<file path="src/rtl/ppm_params.svh">
// constants for the port pin override multiplexer
`ifndef PPM_PARAMS_SVH
`define PPM_PARAMS_SVH
`define PPM_NPIN          4
`define PPM_AW            8
`define PPM_IDX_INPUT     6'h00
`define PPM_IDX_DIR       6'h01
`define PPM_IDX_DATA      6'h02
`define PPM_IDX_PULLUP    6'h03
`define PPM_RST_PORT      4'h0
`define PPM_RST_SYNC      4'h0
`define PPM_RST_RDATA     32'h0000_0000
`define PPM_PIN_CMPA      0
`define PPM_PIN_CMPB      1
`define PPM_PIN_CLKOUT    2
`define PPM_PIN_PROGDATA  0
`define PPM_PIN_PROGCLK   1
`define PPM_PIN_CAPTURE   1
`define PPM_PIN_EXTCLK    1
`define PPM_PIN_IRQ0      2
`define PPM_PIN_T0        2
`define PPM_PIN_CMP_POS   0
`define PPM_PIN_CMP_NEG   1
`endif

</file>
<file path="src/rtl/ppm_pkg.sv">
// types for the port pin override multiplexer
`default_nettype none
package ppm_pkg;
	typedef struct packed {
		logic pullup_override_en;
		logic pullup_override_val;
		logic dir_override_en;
		logic dir_override_val;
		logic level_override_en;
		logic level_override_val;
		logic toggle_override_en;
		logic input_gate_override_en;
		logic input_gate_override_val;
	} ppm_ovr_s;
	typedef struct packed {
		logic [3:0] pad_out;
		logic [3:0] pad_oe;
		logic [3:0] pad_pullup;
		logic [3:0] input_gate;
	} ppm_pad_s;
	typedef struct packed {
		logic       psel;
		logic       penable;
		logic       pwrite;
		logic [7:0] paddr;
		logic [31:0] pwdata;
	} ppm_apb_req_s;
endpackage
`default_nettype wire

</file>
<file path="src/rtl/ppm_top.sv">
// four-pin general purpose port with alternate-function override muxing
`include "ppm_params.svh"
`default_nettype none
module ppm_top #(
	parameter int NPIN = `PPM_NPIN
) (
	// clock and reset
	input  wire logic                  clk_sys,
	input  wire logic                  rst_n,
	// apb slave
	input  wire ppm_pkg::ppm_apb_req_s apb_req,
	output logic [31:0]                prdata,
	output logic                       pready,
	output logic                       pslverr,
	// shared controls
	input  wire logic                  sleep_clamp,
	input  wire logic                  clock_out_fuse,
	input  wire logic                  sys_clock_level,
	// per pin overrides from alternate modules
	input  wire ppm_pkg::ppm_ovr_s     pin_ovr [NPIN],
	// pad side
	input  wire logic [NPIN-1:0]       pad_in,
	output ppm_pkg::ppm_pad_s          pad,
	output logic [NPIN-1:0]            analog_pad_link,
	// taps to alternate modules
	output logic [NPIN-1:0]            alt_fn_raw_input,
	output logic [NPIN-1:0]            pin_change_src,
	output logic                       capture_trigger_in,
	output logic                       ext_clock_in,
	output logic                       ext_irq_zero,
	output logic                       timer_ext_count_src,
	output logic                       prog_serial_data,
	output logic                       prog_serial_clock,
	output logic                       comparator_pos_in,
	output logic                       comparator_neg_in
);
	import ppm_pkg::*;

	generate
		if (NPIN != 4) begin : g_bad_npin
			$error("ppm_top serves exactly four pins");
		end
		// the fixed alternate-function pin map must land inside the port
		if (`PPM_PIN_CLKOUT >= NPIN || `PPM_PIN_IRQ0 >= NPIN ||
			`PPM_PIN_CAPTURE >= NPIN || `PPM_PIN_PROGCLK >= NPIN ||
			`PPM_PIN_CMP_NEG >= NPIN) begin : g_bad_map
			$error("ppm_top pin map points past the port");
		end
	endgenerate

	// port, synchroniser and apb answer state
	logic [3:0]  dir_r;
	logic [3:0]  dir_nxt;
	logic [3:0]  data_r;
	logic [3:0]  data_nxt;
	logic [3:0]  pullup_r;
	logic [3:0]  pullup_nxt;
	logic [3:0]  sync1_r;
	logic [3:0]  sync1_nxt;
	logic [3:0]  sync2_r;
	logic [3:0]  sync2_nxt;
	logic [31:0] prdata_r;
	logic [31:0] prdata_nxt;
	logic        pready_r;
	logic        pready_nxt;
	logic        pslverr_r;
	logic        pslverr_nxt;

	// combinational helpers
	logic        clkout_active;
	logic [3:0]  pullup_bit;
	logic [3:0]  direction_bit;
	logic [3:0]  out_data_bit;
	logic [3:0]  pin_input_bit;
	logic [3:0]  gate;
	logic [5:0]  idx;
	logic        addr_ok;
	logic        setup_ph;
	logic        access_ph;
	logic        wr_take;
	ppm_pad_s    pad_c;

	// per-pin mux results, one bit from each generate pass
	wire logic [NPIN-1:0] mux_out;
	wire logic [NPIN-1:0] mux_oe;
	wire logic [NPIN-1:0] mux_pullup;
	wire logic [NPIN-1:0] mux_gate;

	// register bits under the names the pin logic uses
	assign pullup_bit    = pullup_r;
	assign direction_bit = dir_r;
	assign out_data_bit  = data_r;
	assign pin_input_bit = sync2_r;
	assign clkout_active = ~clock_out_fuse;

	// per-pin override mux, no clocked stage in the pad path
	generate
		for (genvar i = 0; i < NPIN; i++) begin : g_pin
			ppm_ovr_s ovr_in;
			ppm_ovr_s ovr_eff;
			logic     pu_sel;
			logic     oe_sel;
			logic     out_sel;
			logic     gate_sel;

			// each alternate module drives its own override fields
			assign ovr_in = pin_ovr[i];

			// the programmed clock-out fuse (low) takes over pull-up, direction and level of pin 2; the input gate override still passes
			always_comb begin
				ovr_eff = ovr_in;
				if (i == `PPM_PIN_CLKOUT && clkout_active) begin
					ovr_eff.pullup_override_en  = 1'b1;
					ovr_eff.pullup_override_val = 1'b0;
					ovr_eff.dir_override_en     = 1'b1;
					ovr_eff.dir_override_val    = 1'b1;
					ovr_eff.level_override_en   = 1'b1;
					ovr_eff.level_override_val  = sys_clock_level;
				end
			end

			always_comb begin
				if (ovr_eff.pullup_override_en) begin
					pu_sel = ovr_eff.pullup_override_val;
				end else begin
					pu_sel = (pullup_bit[i] == 1'b1);
				end
				if (ovr_eff.dir_override_en) begin
					oe_sel = ovr_eff.dir_override_val;
				end else begin
					oe_sel = direction_bit[i];
				end
				// the pad value is held low while not driven
				out_sel = 1'b0;
				if (oe_sel && ovr_eff.level_override_en) begin
					out_sel = ovr_eff.level_override_val;
				end else if (oe_sel) begin
					out_sel = out_data_bit[i] ^
						ovr_eff.toggle_override_en;
				end
				if (ovr_eff.input_gate_override_en) begin
					gate_sel = ovr_eff.input_gate_override_val;
				end else begin
					gate_sel = ~sleep_clamp;
				end
			end

			assign mux_pullup[i] = pu_sel;
			assign mux_oe[i]     = oe_sel;
			assign mux_out[i]    = out_sel;
			assign mux_gate[i]   = gate_sel;
		end
	endgenerate

	assign pad_c = '{
		pad_out:    mux_out,
		pad_oe:     mux_oe,
		pad_pullup: mux_pullup,
		input_gate: mux_gate
	};
	assign pad  = pad_c;
	assign gate = pad_c.input_gate;

	// raw tap: clamped input before the synchroniser
	assign alt_fn_raw_input = pad_in & gate;

	// analog path: the pad itself, never gated
	assign analog_pad_link  = pad_in;

	// taps to the alternate-function modules, unsynchronised
	assign pin_change_src      = alt_fn_raw_input;
	assign capture_trigger_in  = alt_fn_raw_input[`PPM_PIN_CAPTURE];
	assign ext_clock_in        = alt_fn_raw_input[`PPM_PIN_EXTCLK];
	assign ext_irq_zero        = alt_fn_raw_input[`PPM_PIN_IRQ0];
	assign timer_ext_count_src = alt_fn_raw_input[`PPM_PIN_T0];
	assign prog_serial_data    = alt_fn_raw_input[`PPM_PIN_PROGDATA];
	assign prog_serial_clock   = alt_fn_raw_input[`PPM_PIN_PROGCLK];
	assign comparator_pos_in   = analog_pad_link[`PPM_PIN_CMP_POS];
	assign comparator_neg_in   = analog_pad_link[`PPM_PIN_CMP_NEG];

	// apb decode, one word per register index
	assign idx      = apb_req.paddr[7:2];
	always_comb begin
		addr_ok = 1'b0;
		if (apb_req.paddr[1:0] == 2'h0) begin
			case (idx)
				`PPM_IDX_INPUT:  addr_ok = 1'b1;
				`PPM_IDX_DIR:    addr_ok = 1'b1;
				`PPM_IDX_DATA:   addr_ok = 1'b1;
				`PPM_IDX_PULLUP: addr_ok = 1'b1;
				default:         addr_ok = 1'b0;
			endcase
		end
	end
	assign setup_ph  = apb_req.psel & ~apb_req.penable;
	assign access_ph = apb_req.psel & apb_req.penable & pready_r;
	assign wr_take   = access_ph & apb_req.pwrite & addr_ok;

	// port registers, one write strobe per register for all pins
	always_comb begin
		dir_nxt    = dir_r;
		data_nxt   = data_r;
		pullup_nxt = pullup_r;
		if (wr_take) begin
			case (idx)
				`PPM_IDX_DIR:    dir_nxt = apb_req.pwdata[3:0];
				`PPM_IDX_DATA:   data_nxt = apb_req.pwdata[3:0];
				`PPM_IDX_PULLUP: pullup_nxt = apb_req.pwdata[3:0];
				`PPM_IDX_INPUT:  data_nxt = data_r ^ apb_req.pwdata[3:0];
				default:         data_nxt = data_r;
			endcase
		end
	end

	// read path and single wait-free answer
	always_comb begin
		prdata_nxt  = prdata_r;
		pready_nxt  = setup_ph;
		pslverr_nxt = 1'b0;
		if (setup_ph) begin
			prdata_nxt  = `PPM_RST_RDATA;
			pslverr_nxt = ~addr_ok;
			if (!apb_req.pwrite) begin
				case (idx)
					`PPM_IDX_INPUT:  prdata_nxt[3:0] = pin_input_bit;
					`PPM_IDX_DIR:    prdata_nxt[3:0] = dir_r;
					`PPM_IDX_DATA:   prdata_nxt[3:0] = data_r;
					`PPM_IDX_PULLUP: prdata_nxt[3:0] = pullup_r;
					default:         prdata_nxt = `PPM_RST_RDATA;
				endcase
			end
		end
	end

	// port registers
	always_ff @(posedge clk_sys or negedge rst_n) begin
		if (!rst_n) begin
			dir_r    <= `PPM_RST_PORT;
			data_r   <= `PPM_RST_PORT;
			pullup_r <= `PPM_RST_PORT;
		end else begin
			dir_r    <= dir_nxt;
			data_r   <= data_nxt;
			pullup_r <= pullup_nxt;
		end
	end

	// two-flop synchroniser on the gated pad, only stage two is read
	always_comb begin
		sync1_nxt = pad_in & gate;
		sync2_nxt = sync1_r;
	end

	always_ff @(posedge clk_sys or negedge rst_n) begin
		if (!rst_n) begin
			sync1_r <= `PPM_RST_SYNC;
			sync2_r <= `PPM_RST_SYNC;
		end else begin
			sync1_r <= sync1_nxt;
			sync2_r <= sync2_nxt;
		end
	end

	// apb answer registers
	always_ff @(posedge clk_sys or negedge rst_n) begin
		if (!rst_n) begin
			prdata_r  <= `PPM_RST_RDATA;
			pready_r  <= 1'b0;
			pslverr_r <= 1'b0;
		end else begin
			prdata_r  <= prdata_nxt;
			pready_r  <= pready_nxt;
			pslverr_r <= pslverr_nxt;
		end
	end

	// apb outputs straight from their flops
	assign prdata  = prdata_r;
	assign pready  = pready_r;
	assign pslverr = pslverr_r;
endmodule
`default_nettype wire

</file>
<file path="config.mk">
export PLATFORM = sky130hd
export DESIGN_NAME = ppm_top
export DESIGN_NICKNAME = d
export VERILOG_FILES = /design/src/rtl/ppm_pkg.sv /design/src/rtl/ppm_top.sv
export VERILOG_INCLUDE_DIRS = /design/src /design/src/rtl
export SDC_FILE = /design/constraint.sdc
export NUM_CORES = 1
export LEC_CHECK = 0
export BUFFER_PORTS_ARGS = -buffer_cell sky130_fd_sc_hd__buf_2
export CORE_ASPECT_RATIO = 2
export CORE_MARGIN = 1
export CORE_UTILIZATION = 41
export CTS_CLUSTER_SIZE = 30
export DETAILED_ROUTE_END_ITERATION = 10
export HOLD_SLACK_MARGIN = 0.06
export PLACE_DENSITY = 0.94
export SLEW_MARGIN = 20
export SYNTH_ARGS = -nofsm -noshare
export SYNTH_HDL_FRONTEND = slang
export SYNTH_SLANG_ARGS = --single-unit
</file>
<file path="constraint.sdc">
create_clock -name clk_sys -period 4.4 [get_ports clk_sys]
set_clock_uncertainty 0.1 [all_clocks]
set_input_delay 0.22 -clock clk_sys [delete_from_list [all_inputs] [get_ports clk_sys]]
set_output_delay 0.22 -clock clk_sys [all_outputs]
set_load 0.005 [all_outputs]
</file>
==> flow_metrics.tcl, run 1 <==
set metrics [dict create \
    clkTransAtPathRegs_ns 0.08 \
    drc 0 \
    ant_nets 0 \
    path_depth 5 \
    layout.nets 336 \
    critPathTopFamily "simple AND/OR/NAND/NOR gates" \
    setup_tns_ns 0 \
    h-tree-depth 1 \
    dpl_cell_area_mm2 0.00203 \
    core_area_mm2 0.00434 \
    multi_input_area_um2 802 \
    dp.cells 296 \
    register_area_um2 651 \
    crit_required_ns 4.45 \
    routed_wl_um 3460 \
    final_cell_count_no_fill 300 \
    status "finished, final reports clean" \
    initial_core_util 0.425 \
    grt_setup_unrepaired "no" \
    cts_buffer_depth 2 \
    critical_path_class "in2reg" \
    maxSlewHeadroom 0.628 \
    clock_latency_ns 0.26 \
    die_area_mm2 0.00478 \
    synth_seq_cells 26 \
    peakVddDrop_mv 0.151 \
    area_delta_synth_final_pct 13.1 \
    p_leak_uw 0.00116 \
    path_max_fanout 7 \
    ys_warn_count 0 \
    first_iter_violations 12 \
    cts-buffers-inserted 3 \
    postCtsSetupBuffers 0 \
    yosysUniqueCellTypes 29 \
    holdCritStartpoint "pad_in[3]" \
    wl_per_cell_um 11.5 \
    antenna_found_initial 0 \
    yosysSeqAreaShare 0.353 \
    grt_start_max_net_pins 27 \
    setup_viol 0 \
    cts-root-buf "clkbuf_8" \
    grt_pass1_wl_um 5350 \
    hold_depth 2 \
    hold_viol_final 0 \
    grt_remaining_overflow 0 \
    reg2reg_depth 4 \
    grt_pass1_vias 1322 \
    synth_area_leader_cell "dfrtp_1" \
    cts_tree "done" \
    syn_area_mm2 0.00184 \
    worstPathCellList "buf_2 -> or4_4 -> nor2_4 -> and3_1 -> mux2_1" \
    synth_area_leaders "dfrtp_1 35%, buf_4 25%, mux2_1 4.9%" \
    cts.sinks 26 \
    diodes 0 \
    synth_area_per_cell_um2 10.3 \
    cp_data_arrival_time_ns 1.83 \
    powerDensity_mw_per_mm2 225 \
    r2r_setup_slack_ns 2.82 \
    dr.pass1.iters 4 \
    utilization 0.480 \
    cp_slowest_cell "or4_4" \
    hold-path-endpoint "sync1_r[3]" \
    slew_viol_final 0 \
    gr-usage-all-layers 0.145 \
    vias 1374 \
    tightestPinTransition_ns 0.557 \
    reg2reg_from "pready" \
    finalCriticalPeriod_ns 1.77 \
    max_freq_mhz 564 \
    hpwl_um 3000 \
    ios 158 \
    hold_class "in2reg" \
    reg2reg_to "pullup_bit[0]" \
    nFillCells 432 \
    die_h_um 96.8 \
    crit_path_end_kind "flip-flop" \
    cap_violations 0 \
    die_w_um 49.4 \
    yosys.area.top_type_share 0.353 \
    max_stage_delay_ns 0.59 \
    stdcell_area_mm2 0.00208 \
    gp_congestion 0.725 \
    startpoint_type "input port" \
    drive_above_1_share 0.492 \
    period_share 0.403 \
    critPathBufInv 1 \
    rows 34 \
    io_buffers 101 \
    via_per_inst 4.58 \
    syn_inst 179 \
]
[synthesized netlist by cell type (all sizes together)]
| cell | number |
|---|---|
| nand2 | 13 |
| xnor2 | 4 |
| a22o | 5 |
| o211ai | 2 |
| a21oi | 4 |
| inv | 2 |
| nand2b | 1 |
| buf | 63 |
| and2 | 7 |
| and3 | 2 |
| nor2 | 5 |
| conb | 1 |
| nor2b | 2 |
| nor3 | 2 |
| or2 | 1 |
| clkbuf | 2 |
| or4 | 1 |
| nor4 | 1 |
| mux4 | 4 |
| o21ai | 8 |
| mux2 | 14 |
| mux2i | 6 |
| nand4 | 1 |
| nand3b | 2 |
| dfrtp | 26 |
[routing by layer]
| metal | wire, um | track usage | part of all wire | up-vias |
|---|---|---|---|---|
| met5 | 0 | 0 | 0 | - |
| met2 | 2000 | 0.309 | 0.58 | 99 |
| met4 | 52 | 0.0505 | 0.015 | 0 |
| li1 | - | - | - | 647 |
| met3 | 325 | 0.0267 | 0.094 | 7 |
| met1 | 1070 | 0.118 | 0.31 | 621 |
[worst max path at each step]
| stage | from | to | slack, ns |
|---|---|---|---|
| 6_report | apb_req[37] | dir_r[1] | 2.63 |
| 5_1_grt | apb_req[37] | dir_r[1] | 2.57 |
| 4_1_cts | apb_req[37] | dir_r[1] | 2.62 |
| 3_5_place_dp | apb_req[37] | dir_r[1] | 2.34 |
| 3_3_place_gp | apb_req[37] | dir_r[3] | 2.36 |
| 2_1_floorplan | apb_req[37] | dir_r[0] | 2.54 |
[worst register-to-register path, stage by stage, from the launching register on]
cell and delay [ns]:
dfrtp_1 0.36, nand4_1 0.19, nor3_2 0.16, and3_1 0.30, mux2_1 0.36
[stage by stage]
stage / hold slack (ns) / worst slack [ns] / total power [uW]
6_report: 0.121 / 2.63 / 470
5_1_grt: 0.125 / 2.57 / 493
3_5_place_dp: 0.146 / 2.34 / 344
3_3_place_gp: 0.136 / 2.36 / 341
4_1_cts: 0.122 / 2.62 / 473
2_1_floorplan: -0.176 / 2.54 / 329
[flip-flops by register name, summed over array words and instances, names as in the netlist]
| signal | flops |
|---|---|
| data_r | 4 |
| dir_r | 4 |
| pslverr | 1 |
| prdata | 4 |
| pin_input_bit | 4 |
| sync1_r | 4 |
| pready | 1 |
| pullup_bit | 4 |
[layout make-up]
type | count | share of cell area
clock buffer | 3 | 0.0198
inverter | 2 | 0.00360
multi-input combinational | 113 | 0.385
sequential | 26 | 0.312
tap | 54 | 0.0324
timing repair buffer | 102 | 0.247
[repair_timing]
item / CTS / global route
hold buffers: 1 / 0
endpoints found under the hold margin: 26 / 0
gates resized for setup: 0 / 0
[logic make-up after synthesis]
kind of cell / Yosys count / share of synthesized area
mux: 24 / 0.167
xor+xnor: 4 / 0.0190
other cells: 1 / 0.00203
simple gates: 38 / 0.122
compound gates: 19 / 0.0699
flops: 26 / 0.353
buf+inv: 67 / 0.267
[cell usage in the layout (no fill, tap or decap), types with 2 or more instances in the layout]
| master | n |
|---|---|
| buf_2 | 101 |
| conb_1 | 28 |
| dfrtp_1 | 26 |
| nand2_1 | 13 |
| o21ai_0 | 8 |
| mux2_1 | 8 |
| and2_1 | 7 |
| mux2i_1 | 6 |
| mux2_2 | 6 |
| a22o_1 | 5 |
| xnor2_1 | 4 |
| nor2_1 | 4 |
| a21oi_1 | 4 |
| mux4_2 | 4 |
| clkbuf_8 | 3 |
| inv_1 | 2 |
| nand3b_1 | 2 |
| nor2b_1 | 2 |
| o211ai_2 | 2 |
| and3_1 | 2 |
[report_power, final]
part / internal (uW) / switching, uW
Combinational: 47.6 / 44.8
Clock: 61.3 / 69.5
Sequential: 245 / 1.92
(Power assumes the default switching activity.)
==> inputs of run 2 (changes only) <==
ABC_AREA = 1   (was unset)
CORE_UTILIZATION = 40   (was 41)
PLACE_DENSITY = 0.91   (was 0.94)
clock period = 1.8 ns   (was 4.4 ns; I/O delays follow)
==> flow_metrics.tcl, run 2 <==
set metrics [dict create \
    cts.sinks 26 \
    layout.cells.most_common "buf_2" \
    setup_viol 0 \
    gp_congestion 0.823 \
    nFillCells 475 \
    finalPower_uw 1340 \
    crit_required_ns 1.61 \
    powerDensity_mw_per_mm2 570 \
    startpoint_type "flip-flop" \
    die_w_um 51.6 \
    fin_ws_ns 0.334 \
    grt_pass1_wl_um 6520 \
    h-tree-depth 1 \
    cts_tree "done" \
    hold_class "in2reg" \
    synthTopCellsByCount "60 x buf_4, 43 x inv_1, 40 x nor2_1" \
    area_delta_synth_final_pct 19.6 \
    status "finished, final reports clean" \
    syn_inst 271 \
    path_max_fanout 3 \
    drc 0 \
    slew_viol_final 0 \
    vias 1751 \
    antenna_found_initial 0 \
    setup_tns_ns 0 \
    yosysUniqueCellTypes 24 \
    clock_latency_ns 0.27 \
    synth_edf_count 0 \
    postCtsSetupBuffers 0 \
    tightestPinTransition_ns 0.567 \
    drive_above_1_share 0.325 \
    io_buffers 101 \
    clkTransAtPathRegs_ns 0.10 \
    critical_path_class "reg2out" \
    ant_nets 0 \
    yosys.cell_count.top_type "buf_4" \
    cts-buffers-inserted 3 \
    final_cell_count_no_fill 406 \
    yosys.area.top_type_share 0.330 \
    cts_resized 0 \
    layout.nets 440 \
    rows 35 \
    finalCriticalPeriod_ns 1.47 \
    cap_violations 0 \
    synth_ff_type "dfrtp_1" \
    via_per_inst 4.31 \
    routed_wl_um 4280 \
    wl_per_cell_um 10.5 \
    synth_seq_cells 26 \
    hpwl_um 3520 \
    first_iter_violations 25 \
    grt_start_max_net_pins 27 \
    dp_slack_ns 0.359 \
    max_freq_mhz 682 \
    grt_remaining_overflow 0 \
    grt_setup_unrepaired "no" \
    layout_common_cells "101 x buf_2, 43 x inv_1, 40 x nor2_1, 39 x nand2_1, 28 x conb_1" \
    hold_viol_final 0 \
    maxSlewHeadroom 0.622 \
    ys_warn_count 0 \
    synth_area_per_cell_um2 7.28 \
    crit_path_end_kind "primary output" \
    period_share 0.815 \
    core_area_mm2 0.00469 \
    utilization 0.503 \
    initial_core_util 0.421 \
    ios 158 \
    synthArstFlopShare 1.00 \
    cp_data_arrival_time_ns 1.28 \
    cts_buffer_depth 2 \
    die_h_um 101 \
    synth_area_leaders "dfrtp_1 33%, buf_4 23%, inv_1 8.2%" \
    syn_area_mm2 0.00197 \
    synth_area_leader_cell "dfrtp_1" \
    diodes 0 \
    grt_pass1_vias 1699 \
    peakVddDrop_mv 0.421 \
    dp.cells 392 \
    yosysSeqAreaShare 0.330 \
    p_leak_uw 0.00144 \
    dr.pass1.iters 4 \
    reg2reg_depth 5 \
    die_area_mm2 0.00523 \
    ctsHoldBuffers 10 \
    gr-usage-all-layers 0.166 \
    hold_depth 5 \
    cts-root-buf "clkbuf_8" \
]
run 2: cell count changes after synthesis, moves of 4 or more:
cell     before  now
mux2_2        6    0
nor2_1        4   40
inv_1         2   43
o21ai_0       8   26
and2_1        7    0
a21oi_1       4    8
nand3_1       0    5
mux2_1        8    0
nand2_1      13   39
mux2i_1       6    0
mux4_2        4    0
a22o_1        5    0
run 2: logic make-up (layout without fill, tap and decap cells):
family / count (synthesis) / in the layout / share of synthesized area
xor gates and xnor gates: 4 / 4 / 0.0178
buffers and inverters: 105 / 158 / 0.315
AOI/OAI and AO/OA: 37 / 37 / 0.0977
other: 1 / 28 / 0.00190
and+or+nand+nor: 98 / 98 / 0.237
DFF: 26 / 26 / 0.330
run 2: power by group:
group / switching, uW / leakage [uW] / internal (uW)
clock: 187 / 0.0000357 / 297
combinational: 133 / 0.00107 / 122
sequential: 5.36 / 0.000330 / 599
run 2: layout make-up:
cell class | instances | area, um^2 | share of cell area
multi-input cells | 167 | 801 | 0.340
flip-flops and latches | 26 | 651 | 0.276
repair buffers | 111 | 606 | 0.257
inverters | 43 | 161 | 0.0684
well taps | 55 | 68.8 | 0.0292
clock buffers | 3 | 41.3 | 0.0175
clock inverters | 1 | 30.0 | 0.0127
run 2: per-layer routing:
layer	GRT usage	part of all wire	vias up
li1	-	-	889
met1	0.142	0.33	758
met2	0.350	0.59	96
met3	0.0150	0.062	8
met4	0.0769	0.024	0
met5	0	0	-
run 2: worst paths after layout:
check / startpoint / to / slack [ns]
min in group asynchronous: rst_n / dir_r[1] / 0.24
max in group asynchronous: rst_n / data_r[2] / 0.99
setup / recovery: dir_r[1] / pad[13] / 0.33
hold / removal: apb_req[32] / pslverr / 0.09
setup reg to reg: pready / data_r[0] / 0.54
hold reg to reg: sync1_r[0] / pin_input_bit[0] / 0.26
run 2: through the flow:
stage / hold WS [ns] / instance area, um^2
floorplan: -0.306 / 2070
global placement: 0.0144 / 2190
detailed placement: 0.0277 / 2190
CTS: 0.0804 / 2360
global route: 0.0985 / 2360
finish: 0.0933 / 2360
run 2: worst max-delay path, stage by stage (launching register included):
cell,delay (ns)
dfrtp_1,0.34
inv_1,0.06
o21ai_0,0.22
o21ai_0,0.15
a21oi_1,0.12
buf_2,0.12
==> inputs of run 3 (changes only) <==
ABC_AREA = 0   (was 1)
CORE_UTILIZATION = 39   (was 40)
clock period = 1.5 ns   (was 1.8 ns; I/O delays follow)
==> flow_metrics.tcl, run 3 (same netlist as run 1, synthesis figures left out) <==
set metrics [dict create \
    status "finished, violations left" \
    violations "negative setup slack" \
    final_cell_count_no_fill 319 \
    layout.nets 353 \
    clock_latency_ns 0.27 \
    gp_congestion 0.790 \
    initial_core_util 0.405 \
    die_h_um 99.2 \
    cp_data_arrival_time_ns 1.57 \
    hpwl_um 3160 \
    die_w_um 50.6 \
    maxSlewHeadroom 0.619 \
    area_delta_synth_final_pct 25.7 \
    worstSetupStartpoint "pready" \
    core_area_mm2 0.00455 \
    drc 0 \
    via_per_inst 4.41 \
    startpoint_type "flip-flop" \
    gr-usage-all-layers 0.150 \
    die_area_mm2 0.00502 \
    max_stage_delay_ns 0.35 \
    stdcell_area_mm2 0.00232 \
    clkTransAtPathRegs_ns 0.09 \
    dr.pass1.iters 4 \
    cts_tree "done" \
    reg2reg_to "dir_r[2]" \
    drive_above_1_share 0.545 \
    reg2reg_from "pready" \
    dp.cells 304 \
    diodes 0 \
    setup_viol 8 \
    path_max_fanout 4 \
    utilization 0.509 \
    crit_path_end_kind "flip-flop" \
    critical_path_class "reg2reg" \
    grt_pass1_wl_um 5730 \
    worstPathCellList "nand4_1 -> nor3_2 -> and3_4 -> mux2_4" \
    grt_pass1_vias 1321 \
    critPathTopFamily "simple AND/OR/NAND/NOR gates" \
    ios 158 \
    tightestPinTransition_ns 0.571 \
    register_area_um2 651 \
    path_depth 4 \
    hold_viol_final 0 \
    powerDensity_mw_per_mm2 686 \
    wl_per_cell_um 12.0 \
    cts-buffers-inserted 3 \
    hold_depth 3 \
    ant_nets 0 \
    critPathBufInv 0 \
    max_freq_mhz 660 \
    period_share 1.01 \
    routed_wl_um 3830 \
    cp_slowest_cell "dfrtp_1" \
    reg2reg_depth 4 \
    hold_class "in2reg" \
    antenna_found_initial 0 \
    cts_buffer_depth 2 \
    dp_slack_ns -0.365 \
    nFillCells 437 \
    fin_ws_ns -0.0152 \
    finalCriticalPeriod_ns 1.52 \
    grt_remaining_overflow 0 \
    r2r_setup_slack_ns -0.02 \
    p_leak_uw 0.00126 \
    vias 1408 \
    grt_setup_unrepaired "yes" \
    rows 35 \
    h-tree-depth 1 \
    peakVddDrop_mv 0.507 \
    multi_input_area_um2 853 \
    cap_violations 0 \
    first_iter_violations 23 \
    layout_common_cells "101 x buf_2, 28 x conb_1, 26 x dfrtp_1, 13 x nand2_1, 9 x buf_4" \
    crit_required_ns 1.55 \
    holdCritStartpoint "apb_req[42]" \
    cts.sinks 26 \
    hold-path-endpoint "pready" \
    cts-root-buf "clkbuf_8" \
    grt_start_max_net_pins 27 \
    dpl_cell_area_mm2 0.00210 \
    slew_viol_final 0 \
    io_buffers 101 \
    layout.cells.most_common "buf_2" \
]
-- run 3: cell count changes in the layout (fill, tap and decap cells not counted), sizes merged, moves of 5 or more --
cell / delta
mux2i: +6
nand2: -29
o21ai: -18
nand3: -6
buf: +10
inv: -41
and2: +7
nor2: -38
a22o: +5
mux2: +14
-- run 3: metal layers --
metal	track usage	vias to the layer above	routed length, um
li1	-	686	-
met1	0.132	625	1270
met2	0.313	93	2210
met3	0.0229	4	317
met4	0.0556	0	37
met5	0	-	0
-- run 3: worst max path at each step --
stage                         end  slack, ns
floorplan                dir_r[0]      -0.22
global placement    pullup_bit[2]      -0.29
detailed placement  pullup_bit[3]      -0.36
CTS                      dir_r[2]      -0.02
global route            data_r[1]      -0.11
finish                   dir_r[2]      -0.02
-- run 3: stage by stage --
| stage | setup TNS (ns) | power (uW) | hold slack [ns] |
|---|---|---|---|
| after floorplan | -1.86 | 966 | -0.321 |
| after CTS | -0.0747 | 1600 | 0.0689 |
| after global placement | -2.77 | 1010 | -0.00152 |
| after detailed placement | -3.39 | 1020 | 0.0105 |
| final | -0.0411 | 1590 | 0.0706 |
| after global routing | -0.888 | 1670 | 0.0817 |
-- run 3: worst reg2reg max path, delay by kind of cell (launching register included) --
family,cells,cell delay (ns)
DFF,1,0.35
muxes,1,0.31
and+or+nand+nor,3,0.64
-- run 3: power by group --
group          total (uW)  switching (uW)  internal (uW)
sequential            723            6.00            717
clock                 572             215            357
combinational         295             139            156
-- run 3: cell type report --
class	count	area share
Clock inverter	1	0.0130
Multi-Input combinational cell	113	0.368
Inverter	2	0.00324
Tap cell	55	0.0297
Sequential cell	26	0.281
Timing Repair Buffer	119	0.287
Clock buffer	3	0.0178
-- run 3: what timing repair did --
| item | CTS | global route |
|---|---|---|
| resized for setup | 4 | 9 |
| pin swaps | 0 | 4 |
| hold buffers | 8 | 0 |
| hold endpoints to repair | 40 | 0 |
| endpoints found under the setup margin | 10 | 15 |
| buffers inserted | 1 | 2 |
